[config.mk]
export PLATFORM = sky130hd
export DESIGN_NAME = pnp_host
export DESIGN_NICKNAME = d
export VERILOG_FILES = /design/src/pnp_pkg.sv /design/src/pnp_sync.sv /design/src/pnp_host.sv
export SDC_FILE = /design/constraint.sdc
export NUM_CORES = 1
export LEC_CHECK = 0
export BUFFER_PORTS_ARGS = -buffer_cell sky130_fd_sc_hd__buf_4
export CORE_UTILIZATION = 45
export DETAILED_ROUTE_END_ITERATION = 8
export PLACE_DENSITY = 0.77
export RECOVER_POWER = 100
export SYNTH_ARGS = -nofsm -noshare
export SYNTH_HDL_FRONTEND = slang
export SYNTH_SLANG_ARGS = --single-unit
[constraint.sdc]
create_clock -name mclk -period 2.6 [get_ports mclk]
set_input_delay 0.39 -clock mclk [delete_from_list [all_inputs] [get_ports mclk]]
set_output_delay 0.39 -clock mclk [all_outputs]
set_load 0.005 [all_outputs]
[src/pnp_pkg.sv]
/*
 pnp_pkg: shared constants and types for the parallel programming port controller.
 Assumes a single 250 MHz clock; all pin timings are derived from its period.
*/
`default_nettype none
package pnp_pkg;
	// clock and pin timing
	localparam int unsigned CLK_PERIOD_NS  = 4;
	localparam int unsigned PULSE_NS       = 250;
	localparam int unsigned ENTRY_SETUP_NS = 100;
	localparam int unsigned HV_HOLD_NS     = 100;
	localparam int unsigned ENTRY_WAIT_US  = 50;
	// least times round up to whole cycles
	localparam int unsigned PULSE_CYC      = (PULSE_NS + CLK_PERIOD_NS - 1) / CLK_PERIOD_NS;
	localparam int unsigned ENTRY_SETUP_CYC = (ENTRY_SETUP_NS + CLK_PERIOD_NS - 1) / CLK_PERIOD_NS;
	localparam int unsigned HV_HOLD_CYC    = (HV_HOLD_NS + CLK_PERIOD_NS - 1) / CLK_PERIOD_NS;
	localparam int unsigned ENTRY_WAIT_DEF = (ENTRY_WAIT_US * 1000 + CLK_PERIOD_NS - 1)
		/ CLK_PERIOD_NS;
	localparam int unsigned BUSY_SEE_DEF   = 256;
	localparam logic [3:0]  ENTRY_HALVES   = 4'hb;  // last index of 12 half periods
	// register map, byte addresses
	localparam logic [7:0]  REG_CTRL   = 8'h00;
	localparam logic [7:0]  REG_STATUS = 8'h04;
	// control fields
	localparam int unsigned CTRL_OP_LSB  = 0;
	localparam int unsigned CTRL_BYTE_LSB = 8;
	localparam int unsigned CTRL_BS1_BIT = 16;
	localparam int unsigned CTRL_BS2_BIT = 17;
	// status fields
	localparam int unsigned ST_BUSY_BIT    = 0;
	localparam int unsigned ST_DONE_BIT    = 1;
	localparam int unsigned ST_PROG_BIT    = 2;
	localparam int unsigned ST_REFUSED_BIT = 3;
	localparam int unsigned ST_RDATA_LSB   = 8;
	// controller operations
	localparam logic [3:0] OP_ENTER  = 4'h0;
	localparam logic [3:0] OP_CMD    = 4'h1;
	localparam logic [3:0] OP_ADR_LO = 4'h2;
	localparam logic [3:0] OP_ADR_HI = 4'h3;
	localparam logic [3:0] OP_DAT_LO = 4'h4;
	localparam logic [3:0] OP_DAT_HI = 4'h5;
	localparam logic [3:0] OP_LATCH  = 4'h6;
	localparam logic [3:0] OP_WRITE  = 4'h7;
	localparam logic [3:0] OP_READ   = 4'h8;
	localparam logic [3:0] OP_EXIT   = 4'h9;
	// device command bytes
	localparam logic [7:0] DCMD_CHIP_ERASE = 8'h80;
	localparam logic [7:0] DCMD_WR_FUSE    = 8'h40;
	localparam logic [7:0] DCMD_WR_LOCK    = 8'h20;
	localparam logic [7:0] DCMD_WR_FLASH   = 8'h10;
	localparam logic [7:0] DCMD_WR_EEPROM  = 8'h11;
	localparam logic [7:0] DCMD_RD_SIG     = 8'h08;
	localparam logic [7:0] DCMD_RD_FUSE    = 8'h04;
	localparam logic [7:0] DCMD_RD_FLASH   = 8'h02;
	localparam logic [7:0] DCMD_RD_EEPROM  = 8'h03;
	localparam logic [7:0] DCMD_NOP        = 8'h00;
	// sequencer states, one-hot
	typedef enum logic [9:0] {
		ST_IDLE    = 10'h001,
		ST_EN_TOG  = 10'h002,
		ST_EN_PINS = 10'h004,
		ST_EN_HV   = 10'h008,
		ST_EN_WAIT = 10'h010,
		ST_SETUP   = 10'h020,
		ST_PULSE   = 10'h040,
		ST_HOLD    = 10'h080,
		ST_WLO     = 10'h100,
		ST_WHI     = 10'h200
	} pnp_state_t;
	// pins driven toward the device
	typedef struct packed {
		logic       reset_lo;
		logic       hv_en;
		logic       step_clock;
		logic       action_sel_1;
		logic       action_sel_0;
		logic       buffer_latch_pulse;
		logic       wr_n;
		logic       oe_n;
		logic       data_oe;
		logic [7:0] data_o;
	} pnp_pins_t;
	localparam pnp_pins_t PINS_RESET = '{reset_lo: 1'b1, hv_en: 1'b0, step_clock: 1'b0,
		action_sel_1: 1'b1, action_sel_0: 1'b1, buffer_latch_pulse: 1'b0, wr_n: 1'b1,
		oe_n: 1'b1, data_oe: 1'b0, data_o: 8'h00};
endpackage
`default_nettype wire

[src/pnp_sync.sv]
/*
 pnp_sync: two-flop synchroniser for a bundle of device pins.
 Assumes each bit is a slow level; multi-bit words are only sampled while stable.
*/
`default_nettype none
module pnp_sync #(
	parameter int unsigned WIDTH = 9
) (
	// clock and reset
	input  wire logic             mclk,
	input  wire logic             arst_n,
	// asynchronous in, synchronised out
	input  wire logic [WIDTH-1:0] async_i,
	output logic      [WIDTH-1:0] sync_o
);
	logic [WIDTH-1:0] meta_r;

	// first stage is read only by the second
	always_ff @(posedge mclk or negedge arst_n) begin
		if (!arst_n) begin
			meta_r <= '0;
			sync_o <= '0;
		end else begin
			meta_r <= async_i;
			sync_o <= meta_r;
		end
	end
endmodule
`default_nettype wire

[src/pnp_host.sv]
/*
 pnp_host: controller that drives the parallel programming pins of a flash device
 and takes its orders from software over an APB slave with two registers.
 Assumes the board turns hv_en into the high programming voltage on the reset pin,
 and resolves the data bus from data_oe and the device's output enable.
 Page writes under a flash or eeprom command are refused until a chip erase in the session.
*/
`default_nettype none
module pnp_host
	import pnp_pkg::*;
#(
	parameter int unsigned ENTRY_WAIT_CYC = ENTRY_WAIT_DEF,
	parameter int unsigned BUSY_SEE_CYC   = BUSY_SEE_DEF
) (
	// clock and reset
	input  wire logic        mclk,
	input  wire logic        arst_n,
	// apb slave
	input  wire logic        psel,
	input  wire logic        penable,
	input  wire logic        pwrite,
	input  wire logic [7:0]  paddr,
	input  wire logic [31:0] pwdata,
	output logic      [31:0] prdata,
	output logic             pready,
	output logic             pslverr,
	// device pins
	output pnp_pins_t        pins,
	input  wire logic [7:0]  data_i,
	input  wire logic        done_flag
);
	pnp_state_t  st_r;
	pnp_state_t  st_nxt;
	pnp_pins_t   p_nxt;
	logic [15:0] tmr_r;
	logic [15:0] tmr_nxt;
	logic [3:0]  cnt_r;
	logic [3:0]  cnt_nxt;
	logic [3:0]  op_r;
	logic        prog_r;
	logic        prog_nxt;
	logic        refused_r;
	logic [7:0]  rdata_r;
	logic [7:0]  rdata_nxt;
	logic [31:0] ctrl_r;
	logic [8:0]  sync_w;
	logic [7:0]  dcmd_r;
	logic        erased_r;

	// byte-loading orders pulse the step clock; decoded for the new order and the running one
	function automatic logic is_load(input logic [3:0] op);
		is_load = (op == OP_CMD) | (op == OP_ADR_LO) | (op == OP_ADR_HI)
			| (op == OP_DAT_LO) | (op == OP_DAT_HI);
	endfunction

	// pin inputs cross into mclk before any use
	// the data bus is only sampled after a full pulse time, so bit skew is harmless
	pnp_sync #(.WIDTH(9)) u_sync (
		.mclk   (mclk),
		.arst_n (arst_n),
		.async_i({done_flag, data_i}),
		.sync_o (sync_w)
	);
	wire       done_s = sync_w[8];
	wire [7:0] data_s = sync_w[7:0];

	// apb decode; pready is registered, so every transfer takes one access cycle.
	// both registers answer at the same speed, and an unmapped word answers with
	// pslverr so a mistyped offset is seen by software rather than silently lost
	wire setup_ph  = psel & ~penable;
	wire fire      = psel & penable & pready;
	wire wr_fire   = fire & pwrite;
	wire hit_ctrl  = (paddr == REG_CTRL);
	wire hit_stat  = (paddr == REG_STATUS);
	wire mapped    = hit_ctrl | hit_stat;
	wire [3:0] w_op  = pwdata[CTRL_OP_LSB +: 4];
	wire [7:0] w_byte = pwdata[CTRL_BYTE_LSB +: 8];
	wire w_bs1     = pwdata[CTRL_BS1_BIT];
	wire w_bs2     = pwdata[CTRL_BS2_BIT];
	wire idle      = (st_r == ST_IDLE);
	wire op_legal  = (w_op <= OP_EXIT);
	wire op_free   = (w_op == OP_ENTER) | (w_op == OP_EXIT);
	// anything but entry or exit needs programming mode; orders while busy are refused
	// a page write under a flash or eeprom command is refused until a chip erase in this
	// session: cells are only cleared by erase, so writing over old data corrupts it
	wire cmd_prog  = (dcmd_r == DCMD_WR_FLASH) | (dcmd_r == DCMD_WR_EEPROM);
	wire erase_go  = (w_op == OP_WRITE) & (dcmd_r == DCMD_CHIP_ERASE);
	wire no_erase  = (w_op == OP_WRITE) & cmd_prog & ~erased_r;
	wire start     = wr_fire & hit_ctrl & idle & op_legal & (prog_r | op_free)
		& ~no_erase;
	wire refuse    = wr_fire & hit_ctrl & ~start;
	wire ref_clr   = wr_fire & hit_stat & pwdata[ST_REFUSED_BIT];
	wire tmr_zero  = (tmr_r == 16'h0000);

	// pin setup for each byte-loading, latch and strobe operation
	wire w_is_cmd  = (w_op == OP_CMD);
	wire w_is_adr  = (w_op == OP_ADR_LO) | (w_op == OP_ADR_HI);
	wire w_is_dat  = (w_op == OP_DAT_LO) | (w_op == OP_DAT_HI);
	wire w_is_hi   = (w_op == OP_ADR_HI) | (w_op == OP_DAT_HI);
	wire w_is_strb = (w_op == OP_WRITE) | (w_op == OP_READ);
	wire w_load    = is_load(w_op);
	// command 1,0 / address 0,0 / data 0,1; strobes carry the second byte select
	wire set_xa1   = w_is_cmd | (w_is_strb & w_bs2) | (w_op == OP_LATCH);
	wire set_xa0   = w_is_dat | w_is_strb | (w_op == OP_LATCH);
	// high address is its own order, so software reloads it only for a new window
	wire set_bs1   = w_is_hi | (w_is_strb & w_bs1);
	wire op_load   = is_load(op_r);

	// sequencer: every timed phase lasts tmr value plus one cycles.
	// a byte or strobe order runs setup, pulse and hold phases of one pulse time each,
	// so the bus and selects are steady around every edge the device samples; a
	// write strobe then waits on the done flag. entry toggles the step clock with
	// reset held, sets the four entry pins low, raises the high voltage and waits
	// before any command is allowed. the trade is speed: a load costs three pulse
	// times where a faster part could take less, but one timing fits every step
	always_comb begin
		st_nxt    = st_r;
		p_nxt     = pins;
		cnt_nxt   = cnt_r;
		prog_nxt  = prog_r;
		rdata_nxt = rdata_r;
		tmr_nxt   = tmr_zero ? tmr_r : (tmr_r - 16'h0001);
		case (st_r)
			ST_IDLE: begin
				if (start && (w_op == OP_ENTER)) begin
					p_nxt          = PINS_RESET;
					p_nxt.data_oe  = 1'b1;
					prog_nxt       = 1'b0;
					cnt_nxt        = 4'h0;
					tmr_nxt        = 16'(PULSE_CYC);
					st_nxt         = ST_EN_TOG;
				end else if (start && (w_op == OP_EXIT)) begin
					// dropping the high voltage and holding reset leaves the port
					// prog mode is cleared at once so no order runs on a departed device
					p_nxt    = PINS_RESET;
					prog_nxt = 1'b0;
				end else if (start) begin
					p_nxt.action_sel_1       = set_xa1;
					p_nxt.action_sel_0       = set_xa0;
					p_nxt.buffer_latch_pulse = set_bs1;
					p_nxt.data_o             = w_load ? w_byte : pins.data_o;
					// release the bus before the device may drive it
					p_nxt.data_oe            = (w_op != OP_READ);
					tmr_nxt                  = 16'(PULSE_CYC);
					st_nxt                   = ST_SETUP;
				end
			end
			ST_EN_TOG: begin
				// reset held low while the step clock toggles six full periods
				if (tmr_zero) begin
					p_nxt.step_clock = ~pins.step_clock;
					cnt_nxt          = 4'(cnt_r + 4'h1);
					tmr_nxt          = 16'(PULSE_CYC);
					if (cnt_r == ENTRY_HALVES) begin
						p_nxt.step_clock         = 1'b0;
						p_nxt.action_sel_1       = 1'b0;
						p_nxt.action_sel_0       = 1'b0;
						p_nxt.buffer_latch_pulse = 1'b0;
						p_nxt.wr_n               = 1'b0;
						tmr_nxt                  = 16'(ENTRY_SETUP_CYC);
						st_nxt                   = ST_EN_PINS;
					end
				end
			end
			ST_EN_PINS: begin
				if (tmr_zero) begin
					p_nxt.reset_lo = 1'b0;
					p_nxt.hv_en    = 1'b1;
					tmr_nxt        = 16'(HV_HOLD_CYC);
					st_nxt         = ST_EN_HV;
				end
			end
			ST_EN_HV: begin
				// entry pins stay frozen until one cycle past the hold window
				if (tmr_zero) begin
					p_nxt.wr_n         = 1'b1;
					p_nxt.action_sel_1 = 1'b1;
					p_nxt.action_sel_0 = 1'b1;
					tmr_nxt            = 16'(ENTRY_WAIT_CYC);
					st_nxt             = ST_EN_WAIT;
				end
			end
			ST_EN_WAIT: begin
				if (tmr_zero) begin
					prog_nxt = 1'b1;
					st_nxt   = ST_IDLE;
				end
			end
			ST_SETUP: begin
				// pins settle one full pulse time before the strobe
				if (tmr_zero) begin
					p_nxt.step_clock = op_load;
					p_nxt.buffer_latch_pulse = (op_r == OP_LATCH) | pins.buffer_latch_pulse;
					p_nxt.wr_n       = (op_r != OP_WRITE);
					p_nxt.oe_n       = (op_r != OP_READ);
					tmr_nxt          = 16'(PULSE_CYC);
					st_nxt           = ST_PULSE;
				end
			end
			ST_PULSE: begin
				if (tmr_zero) begin
					// read data is sampled at the end of the enable window
					if (op_r == OP_READ) begin
						rdata_nxt = data_s;
					end
					p_nxt.step_clock = 1'b0;
					p_nxt.wr_n       = 1'b1;
					p_nxt.oe_n       = 1'b1;
					if (op_r == OP_LATCH) begin
						p_nxt.buffer_latch_pulse = 1'b0;
					end
					tmr_nxt = 16'(PULSE_CYC);
					st_nxt  = ST_HOLD;
				end
			end
			ST_HOLD: begin
				// the gap also lets the device stop driving before the bus is retaken
				if (tmr_zero) begin
					p_nxt.data_oe      = 1'b1;
					p_nxt.action_sel_1 = 1'b1;
					p_nxt.action_sel_0 = 1'b1;
					tmr_nxt            = 16'(BUSY_SEE_CYC);
					st_nxt             = (op_r == OP_WRITE) ? ST_WLO : ST_IDLE;
				end
			end
			ST_WLO: begin
				// a short operation may finish before busy is ever seen,
				// so the wait for busy is bounded and then counts as already done
				if (!done_s || tmr_zero) begin
					st_nxt = ST_WHI;
				end
			end
			ST_WHI: begin
				if (done_s) begin
					st_nxt = ST_IDLE;
				end
			end
			default: begin
				st_nxt = ST_IDLE;
				p_nxt  = PINS_RESET;
			end
		endcase
	end

	// status word as seen by software: busy, synchronised done flag, programming
	// mode and the sticky refusal in the low nibble, the last read byte above them;
	// busy covers the whole sequence, so polling it is enough between orders
	wire [31:0] stat_w = {16'h0000, rdata_r, 4'h0, refused_r, prog_r, done_s, ~idle};
	wire [31:0] rd_mux = hit_ctrl ? ctrl_r : (hit_stat ? stat_w : 32'h0000_0000);

	// sequencer registers
	always_ff @(posedge mclk or negedge arst_n) begin
		if (!arst_n) begin
			st_r    <= ST_IDLE;
			pins    <= PINS_RESET;
			tmr_r   <= 16'h0000;
			cnt_r   <= 4'h0;
			prog_r  <= 1'b0;
			rdata_r <= 8'h00;
		end else begin
			st_r    <= st_nxt;
			pins    <= p_nxt;
			tmr_r   <= tmr_nxt;
			cnt_r   <= cnt_nxt;
			prog_r  <= prog_nxt;
			rdata_r <= rdata_nxt;
		end
	end

	// accepted order and its control word; the last device command is kept in dcmd_r below
	always_ff @(posedge mclk or negedge arst_n) begin
		if (!arst_n) begin
			op_r   <= OP_ENTER;
			ctrl_r <= 32'h0000_0000;
		end else if (start) begin
			op_r   <= w_op;
			ctrl_r <= pwdata;
		end
	end

	// refused flag: a new refusal wins over a clear in the same cycle
	always_ff @(posedge mclk or negedge arst_n) begin
		if (!arst_n) begin
			refused_r <= 1'b0;
		end else begin
			refused_r <= refuse | (refused_r & ~ref_clr);
		end
	end

	// last device command sent, and whether a chip erase ran in this session
	// erase leaves every cell blank, so software may skip blank words after it
	always_ff @(posedge mclk or negedge arst_n) begin
		if (!arst_n) begin
			dcmd_r   <= DCMD_NOP;
			erased_r <= 1'b0;
		end else if (start) begin
			dcmd_r   <= w_is_cmd ? w_byte : dcmd_r;
			erased_r <= erase_go | (erased_r & ~op_free);
		end
	end

	// apb answer, registered during the setup cycle
	always_ff @(posedge mclk or negedge arst_n) begin
		if (!arst_n) begin
			pready  <= 1'b0;
			prdata  <= 32'h0000_0000;
			pslverr <= 1'b0;
		end else begin
			pready  <= setup_ph;
			prdata  <= (setup_ph && !pwrite) ? rd_mux : 32'h0000_0000;
			pslverr <= setup_ph & ~mapped;
		end
	end
endmodule
`default_nettype wire

Yosys cells after proc, flatten, opt, wreduce, memory -nomap -nowiden --
Cells that the tools add are included.
Operators by class: bitwise logic cells 59, $add $sub $neg 2, $lt $le $gt $ge 1, reduce and logical (&&, ||, !) cells 33, equal/unequal tests 53, mux-type cells 61
Operators with widths (count):
- 16-bit 2-to-1 mux | 10
- 10-bit 2-to-1 mux | 13
- 10-bit one-hot mux with 10 select lines | 1
- 16-bit one-hot mux with 6 select lines | 1
- 32-bit 2-to-1 mux | 2
- 4-bit by 3-bit equality test with 1-bit output, second input constant | 8
- 9-bit 2-to-1 mux | 3
- 1-bit OR | 23
- 1-bit AND | 20
- 2-bit inequality test, second input constant | 10
- 3-bit AND reduction | 6
- 17-bit 2-to-1 mux | 1
- 4-bit by 2-bit equality test with 1-bit output, second input constant | 4
- 4-bit equality test, second input constant | 4
- 8-bit by 5-bit equality test with 1-bit output, second input constant | 2
- 16-bit logical NOT | 1
- 1-bit NOT | 16
- 8-bit one-hot mux with 2 select lines | 1
- 8-bit OR reduction | 2
- 16-bit by 1-bit subtractor with 16-bit output, second input constant | 1
- 3-bit 2-to-1 mux | 5
- 7-bit AND reduction | 2
- 12-bit AND reduction | 1
- 6-bit OR reduction | 2
- 48 further kinds | 70
Word-level totals: input bits 54, register bits 154, output and inout bits 51

Logic depth before layout (Yosys ltp) --
depth after elaboration 12, gate-level depth with buffers 9, depth with buffers taken out 8

Hierarchy --
Synthesis repeated with hierarchy kept, for this count alone.
Unflattened totals: cell total of the unflattened synthesis 669, area, all modules 6799.0 sq um
By module, submodules not included:
- pnp_host | area an instance 6348.6 sq um, cells an instance 651, sequential area each 3310.7 sq um, instances 1
- pnp_sync | area an instance 450.4 sq um, cells an instance 18, sequential area each 450.4 sq um, instances 1

Least setup slack after synthesis --
OpenSTA, ideal clock, no wires.
path type register -> register, start point reg st_r[6], end point reg st_r[5], data arrival time 2216 ps, cell stages (with the launch flop) 8, path slack 256 ps, cell sequence dfrtp_1 > buf_6 > or4_4 > nor4_4 > o21ai_1 > and2_4 > nand3_4 > mux2_1
On the way: cells in the longest elaborated chain, start to end 8, elaborated cells between the ends (all ways) 31
RTL lines:
- from (decl) | RTL line pnp_host.sv:32 | pnp_state_t st_r;
- from (signal assigned) | RTL line pnp_host.sv:261 | st_r <= st_nxt;
- 10-bit by 1-bit equality test with 1-bit output | RTL line pnp_host.sv:80, pnp_host.sv:123
- 1-bit AND (3 in series) | RTL line pnp_host.sv:89 | wire start = wr_fire & hit_ctrl & idle & op_legal & (prog_r | op_free)
- 1-bit AND | RTL line pnp_host.sv:90 | & ~no_erase;
- 1-bit logical AND (on tied branches) | RTL line pnp_host.sv:125, pnp_host.sv:132
- 3-bit inequality test (no source line), or another cell as far along
- 12-bit AND reduction (no source line) or 10-bit one-hot mux with 10 select lines (tied branches)
Several ways; a longest one is shown, not always the timed one. A chain may end at the register's enable or synchronous reset.

Worst setup path after layout --
start point reg st_r[7], end point reg st_r[5]
Same word-level chain as after synthesis.

==> metrics <==
Port Buffers around 100; leading area contributor after synthesis dfrtp_1; EDFF count, synth 0; n_diodes 0; max_slew headroom 24.4%; Max-cap violations 0; synth top area cells dfrtp_1 (52%), nand2_1 (6.8%), mux2i_1 (3.5%); maximum number of pins on one net before global-route repair slightly below 80; CTS HTree Levels 4; Worst Hold End u_sync.meta_r[7]$_DFF_PN0_; Worst Tran Pin Value around 1.1 ns; routed wire length 16400 µm; ys flop type dfrtp_1; max-slew violation count 0; Fin. Hold Viols 0; CTS tree yes; sequence of cells on the critical path or4_1 -> nor4_4 -> o21ai_1 -> and2_4 -> nand3_4 -> mux2_1; FF+latch count, synth 150; startpoint types flop; Worst Skew 0.00817 ns; Routability Congestion around 0.90; r2r startpoint st_r[7]$_DFFE_PN0P_; most frequent cell after synthesis dfrtp_1; setup TNS 0 ns; core footprint between 0.015 and 0.02 mm²; FMAX approximately 400 MHz; end of the worst register-to-register path st_r[5]$_DFFE_PN0P_; vias in the first global route between 5000 and 6000; Initial Util between 40% and 50%; unrepaired setup endpoints after global routing false; Worst Setup End Kind flop; Avg WL per Cell 16.3 µm; die area between 0.015 and 0.02 mm²; worst path arrival time between 2 and 3 ns; TritonRoute pass-1 iters 5; first-pass GRT wire length 26500 µm; vias per cell approximately 5.4; R2R Setup Slk between 0.09 and 0.1 ns; Cell Rows 45; Layout Nets 860; post-route ant nets 0; final core occ about 57%; WHS Path Cells 1; total number of vias between 5000 and 6000; initial antenna violation count 0; Sink Count 150; ys async rst share between 90% and 100%; crit-path max FO 12; DP Wirelength ~12000 µm; Root Buffer clkbuf_16; clock buffer count from CTS 17; PD cells between 800 and 900 mW/mm²; remaining global-route overflow 0; DRC violations left 0; leakage around 4.3 nW; latest clock arrival within the worst-skew pair 0.43 ns; die width around 130 µm; non-filler cells in the finished layout roughly 1000; Reg2Reg Depth 6; Netlist Area Pre-Place 0.00694 mm²; register area share after synthesis between 50 and 60%; synth cell count leaders dfrtp_1 (144), nand2_1 (125), nor2_1 (59), nand3_1 (25), mux2i_1 (24); status completed; Synth Instances ~680; Yosys warnings 0; worst path required time about 2.9 ns; share of layout cells above drive strength 1 approximately 25%; Crit-path slowest cell or4_1; Max Root-Sink Buffers 2; DRT iter0 DRCs 330; # setup viols final 0; Post-Place Cells 969; die height ~130 µm; post-layout min period 2.51 ns; syn nets about 740; P&R area growth vs syn 24.7%; worst setup path class flop to flop; worst vdd ir 0.537 mV; max incr delay on CP 0.71 ns; min-delay src data_i[7]; clk slew on worst S/H paths 0.07 ns; worst hold path class primary input to flop; Total GRT Usage 21.5%; Final Hold Slack 0.0863 ns; Top-Level Pins 105; post-synth top area share about half; Avg Cell Area, Syn ~10 µm²; Tcrit/Tclk final a little over nine tenths; distinct cell type count after synthesis between 70 and 80
==> logic make-up (layout without fill, tap and decap cells) <==
group / Yosys count / after routing / synth area share (%)
xor gates and xnor gates: 21 / 21 / 2.65
muxes: 45 / 45 / 6.87
and+or+nand+nor: 326 / 326 / 24.5
buffers and inverters: 50 / 188 / 3.17
adders and majority gates: 5 / 5 / 0.902
DFF: 150 / 150 / 54.2
AOI/OAI and AO/OA: 79 / 79 / 7.68
==> how the worst max path moves through the flow <==
stage / start / end / slack, ns
2_1_floorplan: st_r[6]$_DFFE_PN0P_ / st_r[5]$_DFFE_PN0P_ / 0.26
3_3_place_gp: paddr[5] / pins[4]$_DFFE_PN0P_ / 0.09
3_5_place_dp: paddr[5] / pins[7]$_DFFE_PN0P_ / 0.03
4_1_cts: tmr_r[0]$_DFF_PN0_ / rdata_r[7]$_DFFE_PN0P_ / 0.11
5_1_grt: tmr_r[0]$_DFF_PN0_ / st_r[5]$_DFFE_PN0P_ / 0.01
6_report: st_r[7]$_DFFE_PN0P_ / st_r[5]$_DFFE_PN0P_ / 0.09
==> state kept, by name (all words and copies together), names as in the netlist, 3 cells and up <==
| name | flops |
|---|---|
| prdata | 32 |
| ctrl_r | 29 |
| pins | 17 |
| tmr_r | 16 |
| st_r | 10 |
| u_sync.meta_r | 9 |
| u_sync.sync_o | 9 |
| dcmd_r | 8 |
| rdata_r | 8 |
| cnt_r | 4 |
| op_r | 3 |
==> report_power, final <==
group          switching (W)  internal (W)  total (W)
Clock                0.00107       0.00152    0.00260
Sequential          0.000255       0.00255    0.00280
Combinational        0.00129       0.00104    0.00232
Total                0.00261       0.00511    0.00772
==> timing repair <==
item	4_1_cts	5_1_grt
hold buffers	1	0
endpoints found under the setup margin	4	8
endpoints found under the hold margin	41	0
resized for setup	2	1
buffers inserted	0	0
==> through the flow <==
step	setup slack [ns]	cell area [µm²]	total power, W
after floorplan	0.256	6940	0.00432
after global placement	0.0943	8080	0.00510
after detailed placement	0.0326	8080	0.00517
after CTS	0.107	8730	0.00781
after global routing	0.0100	8650	0.00808
final	0.0932	8650	0.00772
==> cell usage in the layout, fill, tap and decap left out, drive strengths merged, types with 3 or more instances in the layout <==
master	count
a211oi	6
a21oi	19
a31oi	8
and2	22
and3	8
and4	5
buf	71
clkbuf	87
clkinv	4
dfrtp	144
dfstp	6
ha	5
inv	23
mux2	21
mux2i	24
nand2	125
nand2b	9
nand3	26
nand4	6
nand4b	3
nor2	60
nor2b	4
nor3	22
nor4	14
o21ai	22
o22ai	4
or2	3
or4	6
xnor2	13
xor2	8
==> worst max-delay path, delay by kind of cell, from the launching register on <==
| family | cells | cell delay [ns] |
|---|---|---|
| and+or+nand+nor | 4 | 1.36 |
| DFF | 1 | 0.52 |
| muxes | 1 | 0.34 |
| AOI/OAI and AO/OA | 1 | 0.16 |
==> metal layers <==
metal  vias up  global-route usage, %  routed length [µm]
li1       2583                      -                   -
met1      2664                   27.3                7010
met2       159                   35.9                8220
met3        32                   4.04                 782
met4         0                   9.57                 344
met5         -                      0                   0
==> area by class of cell <==
class,instances,area (µm²)
inverter,16,60.1
timing repair buffer,140,1010
multi-input combinational,476,2950
tap,188,235
clock buffer,19,453
fill,1274,6490
sequential,150,3760
clock inverter,13,184
Power figures use the tool's default switching activity.
